`src/pmb_pkg.sv`:
```
// pmb_pkg: shared constants and types of the converter command link.
// assumes one 250 MHz clock shared by the host and the device ends.
package pmb_pkg;
	// clock and pacing times
	localparam int CLK_KHZ      = 250000;
	localparam int NV_WAIT_MS   = 100;
	localparam int READ_GAP_MS  = 2;
	localparam int WRITE_GAP_MS = 5;
	localparam int NV_CYC    = NV_WAIT_MS * CLK_KHZ;
	localparam int READ_CYC  = READ_GAP_MS * CLK_KHZ;
	localparam int WRITE_CYC = WRITE_GAP_MS * CLK_KHZ;
	localparam int TOFF_CYC  = 16; // soft-off ramp length
	localparam int CNT_W     = 25;
	// command codes
	localparam logic [7:0] CMD_PAGE    = 8'h00;
	localparam logic [7:0] CMD_OPER    = 8'h01;
	localparam logic [7:0] CMD_ONOFF   = 8'h02;
	localparam logic [7:0] CMD_CLEAR   = 8'h03;
	localparam logic [7:0] CMD_STORE   = 8'h15;
	localparam logic [7:0] CMD_RESTORE = 8'h16;
	localparam logic [7:0] CMD_VCMD    = 8'h21;
	localparam logic [7:0] CMD_TRIM    = 8'h22;
	localparam logic [7:0] CMD_TEXT    = 8'hb0;
	// page values
	localparam logic [7:0] PAGE_P2   = 8'h00;
	localparam logic [7:0] PAGE_P1   = 8'h01;
	localparam logic [7:0] PAGE_BOTH = 8'hff;
	// operation field codes, bits 7:6 and 5:4
	localparam logic [1:0] OP_IMM_OFF  = 2'h0;
	localparam logic [1:0] OP_SOFT_OFF = 2'h1;
	localparam logic [1:0] OP_ON       = 2'h2;
	localparam logic [1:0] MRG_NOM     = 2'h0;
	localparam logic [1:0] MRG_LOW     = 2'h1;
	localparam logic [1:0] MRG_HIGH    = 2'h2;
	// reset values
	localparam logic [7:0]  PAGE_RST  = 8'h00;
	localparam logic [7:0]  ONOFF_RST = 8'h17;
	localparam logic [15:0] VCMD_RST  = 16'h0000;
	localparam logic [15:0] TRIM_RST  = 16'h0000;
	localparam int TEXT_MAX = 4;
	// linear-eleven layout
	localparam int L11_EXP_POS = 11;
	localparam int L11_EXP_W   = 5;
	localparam int L11_MAN_W   = 11;
	// host register byte offsets
	localparam logic [4:0] REG_CTRL  = 5'h00;
	localparam logic [4:0] REG_WDATA = 5'h04;
	localparam logic [4:0] REG_RDATA = 5'h08;
	localparam logic [4:0] REG_STAT  = 5'h0c;
	localparam logic [4:0] REG_L11   = 5'h10;
	typedef enum logic [1:0] {OUT_OFF, OUT_RAMP, OUT_ON} pmb_out_type;
	typedef enum logic [1:0] {H_IDLE, H_SEND, H_RECV, H_PACE} pmb_hst_type;
endpackage

```
`src/pmb_link_if.sv`:
```
// pmb_link_if: byte link between host end and device end.
// assumes both ends sit on the same clock; the bench joins them.
`timescale 1ns/1ns
interface pmb_link_if;
	logic       h_valid; // host byte strobe
	logic [7:0] h_byte;
	logic       h_first; // command code byte
	logic       h_last;  // last byte of frame
	logic       h_read;  // with h_first: read request
	logic       d_valid; // device byte strobe
	logic [7:0] d_byte;
	logic       d_last;
	logic       d_nack;  // frame refused
	modport host (output h_valid, h_byte, h_first, h_last, h_read,
		input d_valid, d_byte, d_last, d_nack);
	modport dev (input h_valid, h_byte, h_first, h_last, h_read,
		output d_valid, d_byte, d_last, d_nack);
endinterface

```
`src/pmb_dev.sv`:
```
// pmb_dev: command interpreter of the two-phase converter.
// assumes the host paces frames and drives the link by its modport.
// What the document asks
// - host keeps output off for setting writes; this block takes them with output on too
// - listed commands act while output enabled
// - any supported command readable any time; this block nacks reads while busy and of clear, store, restore
// - trim applies only after off then on
// - host waits 100ms after store/restore
// - host leaves 2ms between reads
// - host leaves 5ms between other commands
// - store, power cycle, re-enable to confirm
// - linear eleven: 5-bit exponent, 11-bit mantissa
// - unsigned sixteen-bit mantissa, exponent minus thirteen
// - signed sixteen-bit mantissa, exponent minus thirteen
// - text is variable-length ASCII bytes
// - block data leads with byte count
// - page 00 phase two, 01 one, ff both
// - later commands go to selected phases
// - operation read shows actual output state
// - immediate off shuts down at once
// - 01 soft off, 10 on, low nibble zero
// - margin field: nominal, low, high
// - unlisted operation codes flag command error
// - operation acts now, not stored
`timescale 1ns/1ns
module pmb_dev #(
	parameter int unsigned NV_BUSY = pmb_pkg::NV_CYC
) (
	// clock and reset
	input  wire logic             clk_i,
	input  wire logic             rst_i,
	// link
	pmb_link_if.dev               lk,
	// converter side
	output logic      [1:0]       phase_on_o,
	output logic      [1:0][1:0]  margin_o,
	output logic      [1:0][15:0] vout_o,
	output logic                  cmd_err_o,
	output logic                  nv_busy_o
);
	typedef struct packed {
		logic [7:0]                  page;
		pmb_pkg::pmb_out_type [1:0]  ost;
		logic [1:0]                  pon;
		logic [1:0][1:0]             mrg;
		logic [1:0][7:0]             tcnt;
		logic [1:0][15:0]            vcmd, trim, trim_act, vout;
		logic [7:0]                  onoff, nv_onoff;
		logic [3:0][7:0]             text, nv_text;
		logic [2:0]                  tlen, nv_tlen;
		logic [1:0][15:0]            nv_vcmd, nv_trim;
		logic [7:0]                  code;
		logic                        drop, err, busy;
		logic [2:0]                  cnt;
		logic [4:0][7:0]             rx, tx;
		logic [2:0]                  tx_idx, tx_len;
		logic                        tx_on;
		logic [24:0]                 bcnt;
		logic                        dv, dl, dn;
		logic [7:0]                  db;
	} pmb_dev_st_type;
	pmb_dev_st_type s, next_s;

	// frame decode, command execution, read answer and ramp timing
	always_comb begin
		logic [4:0][7:0] wb;
		logic [2:0]      nb;
		logic            go;
		logic [1:0]      sel;
		logic            ri;
		logic [7:0]      op;
		logic            bad;
		next_s = s;
		wb = s.rx;
		nb = s.cnt;
		go = 1'b0;
		ri = s.page == pmb_pkg::PAGE_P1;
		sel = s.page == pmb_pkg::PAGE_BOTH ? 2'h3
			: (ri ? 2'h2 : 2'h1);
		op = 8'h00;
		bad = 1'b0;
		next_s.dv = 1'b0;
		next_s.dl = 1'b0;
		next_s.dn = 1'b0;
		// store and restore leave the device deaf for a while
		if (s.bcnt != 25'h000_0000)
			next_s.bcnt = 25'(s.bcnt - 25'h000_0001);
		// soft off runs its ramp before the state goes off; phase_on_o drops at once
		for (int i = 0; i < 2; i++) begin
			if (s.ost[i] == pmb_pkg::OUT_RAMP) begin
				if (s.tcnt[i] == 8'h00)
					next_s.ost[i] = pmb_pkg::OUT_OFF;
				else
					next_s.tcnt[i] = 8'(s.tcnt[i] - 8'h01);
			end
		end
		// answer bytes, one per cycle
		if (s.tx_on) begin
			next_s.dv = 1'b1;
			next_s.db = s.tx[s.tx_idx];
			next_s.dl = s.tx_idx == 3'(s.tx_len - 3'h1);
			next_s.tx_idx = 3'(s.tx_idx + 3'h1);
			if (next_s.dl)
				next_s.tx_on = 1'b0;
		end
		if (lk.h_valid && lk.h_first) begin
			next_s.code = lk.h_byte;
			next_s.cnt = 3'h0;
			next_s.drop = s.bcnt != 25'h000_0000;
			if (next_s.drop)
				next_s.dn = 1'b1;
			else if (lk.h_read) begin
				// reads are served in any output state
				next_s.drop = 1'b1;
				next_s.tx_idx = 3'h0;
				next_s.tx_len = 3'h1;
				next_s.tx_on = 1'b1;
				next_s.tx = '0;
				unique case (lk.h_byte)
					pmb_pkg::CMD_PAGE: next_s.tx[0] = s.page;
					pmb_pkg::CMD_OPER: begin
						unique case (s.ost[ri])
							pmb_pkg::OUT_ON: next_s.tx[0] = {
								pmb_pkg::OP_ON, s.mrg[ri], 4'h0};
							pmb_pkg::OUT_RAMP: next_s.tx[0] = {
								pmb_pkg::OP_SOFT_OFF, 6'h00};
							default: next_s.tx[0] = 8'h00;
						endcase
					end
					pmb_pkg::CMD_ONOFF: next_s.tx[0] = s.onoff;
					pmb_pkg::CMD_VCMD: begin
						next_s.tx[1:0] = s.vcmd[ri];
						next_s.tx_len = 3'h2;
					end
					pmb_pkg::CMD_TRIM: begin
						next_s.tx[1:0] = s.trim[ri];
						next_s.tx_len = 3'h2;
					end
					pmb_pkg::CMD_TEXT: begin
						next_s.tx[0] = {5'h00, s.tlen};
						for (int k = 0; k < 4; k++)
							next_s.tx[k + 1] = s.text[k];
						next_s.tx_len = 3'(s.tlen + 3'h1);
					end
					default: begin
						next_s.tx_on = 1'b0;
						next_s.dn = 1'b1;
					end
				endcase
			end else if (lk.h_last) begin
				go = 1'b1;
				nb = 3'h0;
			end
		end else if (lk.h_valid && !s.drop) begin
			wb[s.cnt] = lk.h_byte;
			nb = 3'(s.cnt + 3'h1);
			next_s.rx = wb;
			next_s.cnt = s.cnt == 3'h4 ? s.cnt : nb;
			go = lk.h_last;
		end
		if (go) begin
			unique case (next_s.code)
				pmb_pkg::CMD_PAGE: begin
					bad = nb != 3'h1 || !(wb[0] == pmb_pkg::PAGE_P2
						|| wb[0] == pmb_pkg::PAGE_P1
						|| wb[0] == pmb_pkg::PAGE_BOTH);
					if (!bad)
						next_s.page = wb[0];
				end
				pmb_pkg::CMD_OPER: begin
					op = wb[0];
					bad = nb != 3'h1 || op[3:0] != 4'h0
						|| op[7:6] == 2'h3 || op[5:4] == 2'h3
						|| (op[7:6] != pmb_pkg::OP_ON
						&& op[5:4] != pmb_pkg::MRG_NOM);
					// acts at once; never copied to the store
					for (int i = 0; i < 2; i++) begin
						if (!bad && sel[i]) begin
							unique case (op[7:6])
								pmb_pkg::OP_IMM_OFF:
									next_s.ost[i] = pmb_pkg::OUT_OFF;
								pmb_pkg::OP_SOFT_OFF: begin
									if (s.ost[i] == pmb_pkg::OUT_ON) begin
										next_s.ost[i] = pmb_pkg::OUT_RAMP;
										next_s.tcnt[i] = 8'(pmb_pkg::TOFF_CYC);
									end
								end
								default: begin
									if (s.ost[i] != pmb_pkg::OUT_ON)
										next_s.trim_act[i] = s.trim[i];
									next_s.ost[i] = pmb_pkg::OUT_ON;
									next_s.mrg[i] = op[5:4];
								end
							endcase
						end
					end
				end
				pmb_pkg::CMD_ONOFF: begin
					bad = nb != 3'h1;
					if (!bad)
						next_s.onoff = wb[0];
				end
				pmb_pkg::CMD_CLEAR: bad = nb != 3'h0;
				pmb_pkg::CMD_STORE: begin
					bad = nb != 3'h0;
					if (!bad) begin
						next_s.nv_vcmd = s.vcmd;
						next_s.nv_trim = s.trim;
						next_s.nv_onoff = s.onoff;
						next_s.nv_text = s.text;
						next_s.nv_tlen = s.tlen;
						next_s.bcnt = 25'(NV_BUSY);
					end
				end
				pmb_pkg::CMD_RESTORE: begin
					bad = nb != 3'h0;
					if (!bad) begin
						next_s.vcmd = s.nv_vcmd;
						next_s.trim = s.nv_trim;
						next_s.onoff = s.nv_onoff;
						next_s.text = s.nv_text;
						next_s.tlen = s.nv_tlen;
						next_s.ost = '{pmb_pkg::OUT_OFF, pmb_pkg::OUT_OFF};
						next_s.mrg = '0;
						next_s.bcnt = 25'(NV_BUSY);
					end
				end
				pmb_pkg::CMD_VCMD, pmb_pkg::CMD_TRIM: begin
					bad = nb != 3'h2;
					for (int i = 0; i < 2; i++) begin
						if (!bad && sel[i]) begin
							if (next_s.code == pmb_pkg::CMD_VCMD)
								next_s.vcmd[i] = wb[1:0];
							else
								next_s.trim[i] = wb[1:0];
						end
					end
				end
				pmb_pkg::CMD_TEXT: begin
					bad = nb == 3'h0 || wb[0] != {5'h00, 3'(nb - 3'h1)};
					if (!bad) begin
						next_s.tlen = wb[0][2:0];
						for (int k = 0; k < 4; k++)
							next_s.text[k] = wb[k + 1];
					end
				end
				default: bad = 1'b1;
			endcase
			if (next_s.code == pmb_pkg::CMD_CLEAR && !bad)
				next_s.err = 1'b0;
			if (bad)
				next_s.err = 1'b1;
		end
		// target = unsigned command plus signed trim, both 2^-13 V
		for (int i = 0; i < 2; i++) begin
			next_s.vout[i] = 16'(next_s.vcmd[i] + next_s.trim_act[i]);
			next_s.pon[i] = next_s.ost[i] == pmb_pkg::OUT_ON;
		end
		next_s.busy = next_s.bcnt != 25'h000_0000;
	end

	// state register
	always_ff @(posedge clk_i) begin
		if (rst_i) begin
			s <= '0;
			s.page <= pmb_pkg::PAGE_RST;
			s.onoff <= pmb_pkg::ONOFF_RST;
			s.nv_onoff <= pmb_pkg::ONOFF_RST;
			s.vcmd <= {2{pmb_pkg::VCMD_RST}};
			s.nv_vcmd <= {2{pmb_pkg::VCMD_RST}};
			s.trim <= {2{pmb_pkg::TRIM_RST}};
			s.nv_trim <= {2{pmb_pkg::TRIM_RST}};
			s.trim_act <= {2{pmb_pkg::TRIM_RST}};
			s.vout <= {2{pmb_pkg::VCMD_RST}};
		end else
			s <= next_s;
	end

	assign lk.d_valid = s.dv;
	assign lk.d_byte = s.db;
	assign lk.d_last = s.dl;
	assign lk.d_nack = s.dn;
	assign phase_on_o = s.pon;
	assign margin_o = s.mrg;
	assign vout_o = s.vout;
	assign cmd_err_o = s.err;
	assign nv_busy_o = s.busy;
endmodule

```
`src/flat_wrapper.sv`:
```
// flat-port wrapper written by rule: the top's interface ports become plain ports
module pmb_dev_flat 
#(
	parameter int unsigned NV_BUSY = pmb_pkg::NV_CYC
)
  (clk_i, rst_i, phase_on_o, margin_o, vout_o, cmd_err_o, nv_busy_o, lk_h_valid, lk_h_byte, lk_h_first, lk_h_last, lk_h_read, lk_d_valid, lk_d_byte, lk_d_last, lk_d_nack);
  pmb_link_if lk_i ();
  input  wire logic clk_i;
  input  wire logic rst_i;
  output logic      [1:0] phase_on_o;
  output logic      [1:0][1:0] margin_o;
  output logic      [1:0][15:0] vout_o;
  output logic cmd_err_o;
  output logic nv_busy_o;
  input wire logic [$bits(lk_i.h_valid)-1:0] lk_h_valid;
  input wire logic [$bits(lk_i.h_byte)-1:0] lk_h_byte;
  input wire logic [$bits(lk_i.h_first)-1:0] lk_h_first;
  input wire logic [$bits(lk_i.h_last)-1:0] lk_h_last;
  input wire logic [$bits(lk_i.h_read)-1:0] lk_h_read;
  output wire logic [$bits(lk_i.d_valid)-1:0] lk_d_valid;
  output wire logic [$bits(lk_i.d_byte)-1:0] lk_d_byte;
  output wire logic [$bits(lk_i.d_last)-1:0] lk_d_last;
  output wire logic [$bits(lk_i.d_nack)-1:0] lk_d_nack;
  assign lk_i.h_valid = lk_h_valid;
  assign lk_i.h_byte = lk_h_byte;
  assign lk_i.h_first = lk_h_first;
  assign lk_i.h_last = lk_h_last;
  assign lk_i.h_read = lk_h_read;
  assign lk_d_valid = lk_i.d_valid;
  assign lk_d_byte = lk_i.d_byte;
  assign lk_d_last = lk_i.d_last;
  assign lk_d_nack = lk_i.d_nack;
  pmb_dev #(.NV_BUSY(NV_BUSY)) u_core (.clk_i(clk_i), .rst_i(rst_i), .lk(lk_i), .phase_on_o(phase_on_o), .margin_o(margin_o), .vout_o(vout_o), .cmd_err_o(cmd_err_o), .nv_busy_o(nv_busy_o));
endmodule
```
`config.mk`:
```
export PLATFORM = sky130hd
export DESIGN_NAME = pmb_dev_flat
export DESIGN_NICKNAME = d
export VERILOG_FILES = /design/src/pmb_pkg.sv /design/src/pmb_link_if.sv /design/src/pmb_dev.sv /design/src/flat_wrapper.sv
export SDC_FILE = /design/constraint.sdc
export NUM_CORES = 1
export LEC_CHECK = 0
export BUFFER_PORTS_ARGS = -buffer_cell sky130_fd_sc_hd__buf_4
export CELL_PAD_IN_SITES_DETAIL_PLACEMENT = 1
export CELL_PAD_IN_SITES_GLOBAL_PLACEMENT = 2
export CORE_MARGIN = 4
export CORE_UTILIZATION = 35
export DETAILED_ROUTE_END_ITERATION = 8
export GPL_TIMING_DRIVEN = 0
export PLACE_DENSITY_LB_ADDON = 0.1
export SYNTH_ARGS = -nofsm -noshare
export SYNTH_HDL_FRONTEND = slang
export SYNTH_SLANG_ARGS = --single-unit
```
`constraint.sdc`:
```
create_clock -name clk_i -period 5.8 [get_ports clk_i]
set_clock_uncertainty 0.05 [all_clocks]
set_input_delay 0.29 -clock clk_i [delete_from_list [all_inputs] [get_ports clk_i]]
set_output_delay 0.29 -clock clk_i [all_outputs]
set_load 0.02 [all_outputs]
```
# After elaboration in Yosys (flattened, before gate mapping)

Index checks and enable logic that the tools add are counted.
W data, S select, Z words.

$add $sub $neg: 10
Order comparisons: 4
Eq/ne operators: 45
Multiplexer cells: 109
Bitwise operators: 6
Reduce and logical (&&, ||, !) cells: 60

Operator list:

| kind                    | count |
|---|---|
| $mux W16                | 18 |
| $pmux W64 S2            | 1 |
| $mux W112               | 1 |
| $mux W8                 | 14 |
| $mux W25                | 4 |
| $mux W32                | 3 |
| $mux W40                | 2 |
| $mux W64                | 1 |
| $pmux W32 S2            | 1 |
| $reduce_bool A25 Y1     | 2 |
| $pmux W8 S6             | 1 |
| $bwmux W40              | 1 |
| $logic_not A8 Y1        | 5 |
| $mux W2                 | 18 |
| $add A16 B16 Y16        | 2 |
| $eq A8 B1 Y1 const B    | 4 |
| $eq A8 B6 Y1 const B    | 4 |
| $eq A8 B8 Y1 const B    | 4 |
| $pmux W8 S2             | 2 |
| $sub A25 B1 Y25 const B | 1 |
| $bmux W8 S3             | 1 |
| $demux W8 S3            | 1 |
| $eq A8 B2 Y1 const B    | 3 |
| $mux W24                | 1 |
| 42 further kinds        | 139 |

Register bits: 449
Input port bits: 14
Logic and storage cells: 289

# Longest topological paths before layout

Word-level depth: 18
Mapped depth: 26
Depth with buffers taken out: 24

# Worst setup path after synthesis

Ideal clock, no wire load.

Path kind: register -> register
From: register u_core.s[11] in the netlist's numbering
To: register u_core.s, in the netlist u_core.vout_o[14]
Library setup time: 130 ps
Data arrival time: 5351 ps
Data required time: 5620 ps
Path slack: 269 ps
Stages on the path, launching flop included: 27
Path buffers: 2
Path through: dfxtp_1 > inv_1 > ha_1 > nor2b_1 > nand4_4 > nor4_4 > nor2_1 > mux2i_1 > ha_1 > clkbuf_1 > inv_1 > nor4_1 > clkbuf_1 > nand2_1 > a21oi_1 > o32a_1 > ha_1 > inv_1 > fa_1 > nor2b_1 > o21ai_0 > a21boi_0 > o2111ai_1 > a21boi_0 > o31a_1 > o211a_1 > o211ai_1

RTL lines:

| element                | line           | RTL |
|---|---|---|
| start, declared        | pmb_dev.sv:62  | `pmb_dev_st_type s, next_s;` |
| start signal, assigned | pmb_dev.sv:276 | `s <= next_s;` |

==> impl_results.md <==
- R2r setup slk: 0.26 ns
- Setup violations, final: 0
- Inst Count DP: 3495
- Count of different cell masters after synthesis: 88
- Synthesized instance count: 2593
- Final worst path period need: 5.54 ns
- Top cells by count, synth: dfxtp_1, nand2_1, nor2_1
- Vias in the first global route: 20500
- Mean post-synth cell area: 8.44 um^2
- Most used DFF post-synth: dfxtp_1
- Port Buffers: 62
- Critical Path Start Type: register
- CTS H-tree depth: 2
- Critical Path Sink Type: register
- DIE AREA: 66600 um^2
- Synthesis Warnings: 0
- GRT overflow: 0
- Clk buf depth: 3
- Multi-input logic area: 12000 um^2
- Fillers: 7258
- VDD IR max: 0.197 mV
- Met3 usage: 3.09%
- CP arrival: 5.92 ns
- Post-route insts no fill: 3612
- Worst reg2reg path startpoint: u_core.s[19]
- DRT antenna net count: 0
- Routed wire length: 91000 um
- Final setup TNS: 0 ns
- Worst-Skew Late Latency: 0.60 ns
- Area contributors post-synth: dfxtp_1, nand2_1, a21oi_1
- CTS root buf: clkbuf_16
- CORE AREA: 61800 um^2
- Slew Limit Headroom: 10.6%
- CTS tree: built
- Period utilization: 95.5%
- Fmax: 180 MHz
- Final hold violations: 0
- Mapped Area: 21900 um^2
- Cells on worst reg2reg path: 19
- Hold Slack: 0.0525 ns
- Async S/R FF share, synth: 0%
- Nets@finish: 2790
- Io pins: 65
- Critical path peak fanout: 10
- Status: finished clean
- Global-route wire length before repair: 134000 um
- Grt met1 use: 36.8%
- Pre-antenna DRT Iters: 5
- Layout cells sized above 1: 12.7%
- Leading area contributor after synthesis: dfxtp_1
- Worst-path clk slew: 0.06 ns
- Cell row count: 91
- Lkg Pwr: 0.00970 uW
- Most common cell in the netlist: dfxtp_1
- Max-Cap Viols: 0
- Placer Congestion: 0.897
- Die H: 258 um
- Placement Setup Slack: -2.56 ns
- DRC Markers: 0
- Clock sinks: 449
- Power Dens Cells: 312 nW/um^2
- WS Path Type: register to register
- Routed wire per std cell: 25.2 um
- Synth top area share: 41.1%
- Tot GR Track Use: 26.5%
- Starting DRT DRC Count: 1399
- P&R area growth vs syn: 17.2%
- RR Endpoint: u_core.vout_o[31]
- CTS Buf Count: 53
- Least-Margin Pin Slew: 1.34 ns
- Final worst slack: 0.260 ns
- Syn nets: 2653
- Pin count of the biggest net entering global routing: 14
- Via density: 5.60
- Die width: 258 um
- Initial antenna violation count: 1
- Initial Util: 35.4%
- Min-Delay Path Class: input port to register
- Max Slew Vio Count: 0
- Number of synthesized register bits: 449
- Detailed Place HPWL: 68100 um
- Post-synth EDFFs: 0
- WP data required: 6.18 ns
- Sequential area share after synthesis: 41.1%
- Grt peak-use layer: met2
- Critical path endpoint: u_core.vout_o[31]
- Routed via count: 20200
- GR Layer Usage met2: 43.0%
- Utilization after layout: 41.5%
- Critical path origin: u_core.s[19]
- Reg area: 8990 um^2
[state kept, by name, summed over array words and instances, names as in the netlist]
register	flops
u_core.s	398
u_core.vout_o	32
u_core.lk.d_byte	8
u_core.margin_o	4
u_core.phase_on_o	2
u_core.cmd_err_o	1
u_core.lk.d_last	1
u_core.lk.d_nack	1
u_core.lk.d_valid	1
u_core.nv_busy_o	1
[per-stage QoR]
| step | area [um^2] | total power (uW) |
|---|---|---|
| 2_1_floorplan | 21900 | 4160 |
| 3_3_place_gp | 23400 | 4490 |
| 3_5_place_dp | 23500 | 4520 |
| 4_1_cts | 25500 | 8030 |
| 5_1_grt | 25600 | 8320 |
| 6_report | 25700 | 8000 |
[repair_timing]
item                                   in CTS  in global routing
setup endpoints to repair                  31                 11
pin swaps                                   7                 10
resized for setup                          34                 37
hold buffers                                2                  0
buffers inserted                            8                 11
endpoints found under the hold margin       2                  0
[cells in the final DEF, fill, tap and decap left out, drive strengths merged, types with 9 or more instances in the layout]
| cell | Yosys | layout |
|---|---|---|
| clkbuf | 142 | 221 |
| a31oi | 23 | 23 |
| ha | 44 | 44 |
| or4 | 9 | 9 |
| a211o | 35 | 35 |
| o21ai | 41 | 41 |
| o32a | 30 | 30 |
| nand3 | 24 | 24 |
| a221oi | 17 | 17 |
| xnor2 | 34 | 34 |
| o21a | 13 | 13 |
| nand2 | 380 | 380 |
| or3 | 17 | 17 |
| a2111oi | 10 | 10 |
| o211ai | 13 | 13 |
| mux2 | 40 | 40 |
| nor2b | 72 | 72 |
| nor2 | 301 | 301 |
| nor4 | 23 | 23 |
| a22o | 24 | 24 |
| nand2b | 50 | 50 |
| xor2 | 24 | 24 |
| a21oi | 267 | 267 |
| inv | 36 | 36 |
| nand3b | 14 | 14 |
| dfxtp | 449 | 449 |
| a211oi | 48 | 48 |
| nand4 | 13 | 13 |
| buf | 70 | 155 |
| mux2i | 111 | 111 |
| a21o | 13 | 13 |
| clkinv | 2 | 10 |
| nor3 | 78 | 78 |
| and2 | 17 | 17 |
[worst max-delay path, cell delays in order, from the launching register on]
cell and delay, ns:
dfxtp_1 0.38, nor4_4 0.29, buf_4 0.18, nand4_4 0.19, or4_4 0.63, buf_6 0.18
a221oi_4 0.32, nand4_4 0.35, buf_2 0.36, mux2i_1 0.32, inv_1 0.08, ha_1 0.31
a211oi_1 0.33, o21a_1 0.23, nor3_2 0.08, nor3_2 0.22, o31ai_2 0.15, a31oi_2 0.27
xnor3_1 0.26, nor2b_1 0.17
[where the power goes]
part	leakage (uW)	switching [uW]	internal, uW
Combinational	0.00520	779	464
Sequential	0.00362	118	3180
Clock	0.000877	1390	2070
Total	0.00970	2290	5710
[metal layers]
metal / part of all wire (%) / up-vias
met5: 0 / -
met4: 3.5 / 0
met3: 5.0 / 148
met1: 46 / 10200
li1: - / 9339
met2: 45 / 534
[worst min-delay path by stage]
| stage | from | end | slack, ns | cells past startpoint |
|---|---|---|---|---|
| floorplan | u_core.s[47] | u_core.s[47] | 0.37 | 2 |
| detailed placement | u_core.s[216] | u_core.s[216] | 0.40 | 2 |
| finish | lk_h_read | u_core.s[128] | 0.05 | 3 |
| global route | lk_h_read | u_core.lk.d_nack | 0.04 | 3 |
| CTS | lk_h_read | u_core.s[128] | 0.02 | 3 |
| global placement | u_core.s[194] | u_core.s[194] | 0.39 | 2 |
[area by class of cell]
type,count,area share [%]
Buffer,208,3.99
Sequential cell,449,35.0
Inverter,38,0.571
Antenna cell,1,0.00976
Multi-Input combinational cell,1894,46.7
Clock inverter,15,0.717
Timing Repair Buffer,86,2.61
Tap cell,837,4.08
Clock buffer,84,6.26
[cell families (layout without fill, tap and decap cells)]
| kind of cell | after synthesis | after routing | share of synthesized area [%] |
|---|---|---|---|
| xor+xnor | 59 | 59 | 2.42 |
| flops | 449 | 449 | 41.1 |
| mux | 159 | 159 | 8.13 |
| compound gates | 586 | 586 | 17.7 |
| other cells | 0 | 1 | 0 |
| fa+ha+maj | 46 | 46 | 2.70 |
| simple gates | 1044 | 1044 | 22.7 |
| buf+inv | 250 | 431 | 5.26 |
(Power assumes the default switching activity.)
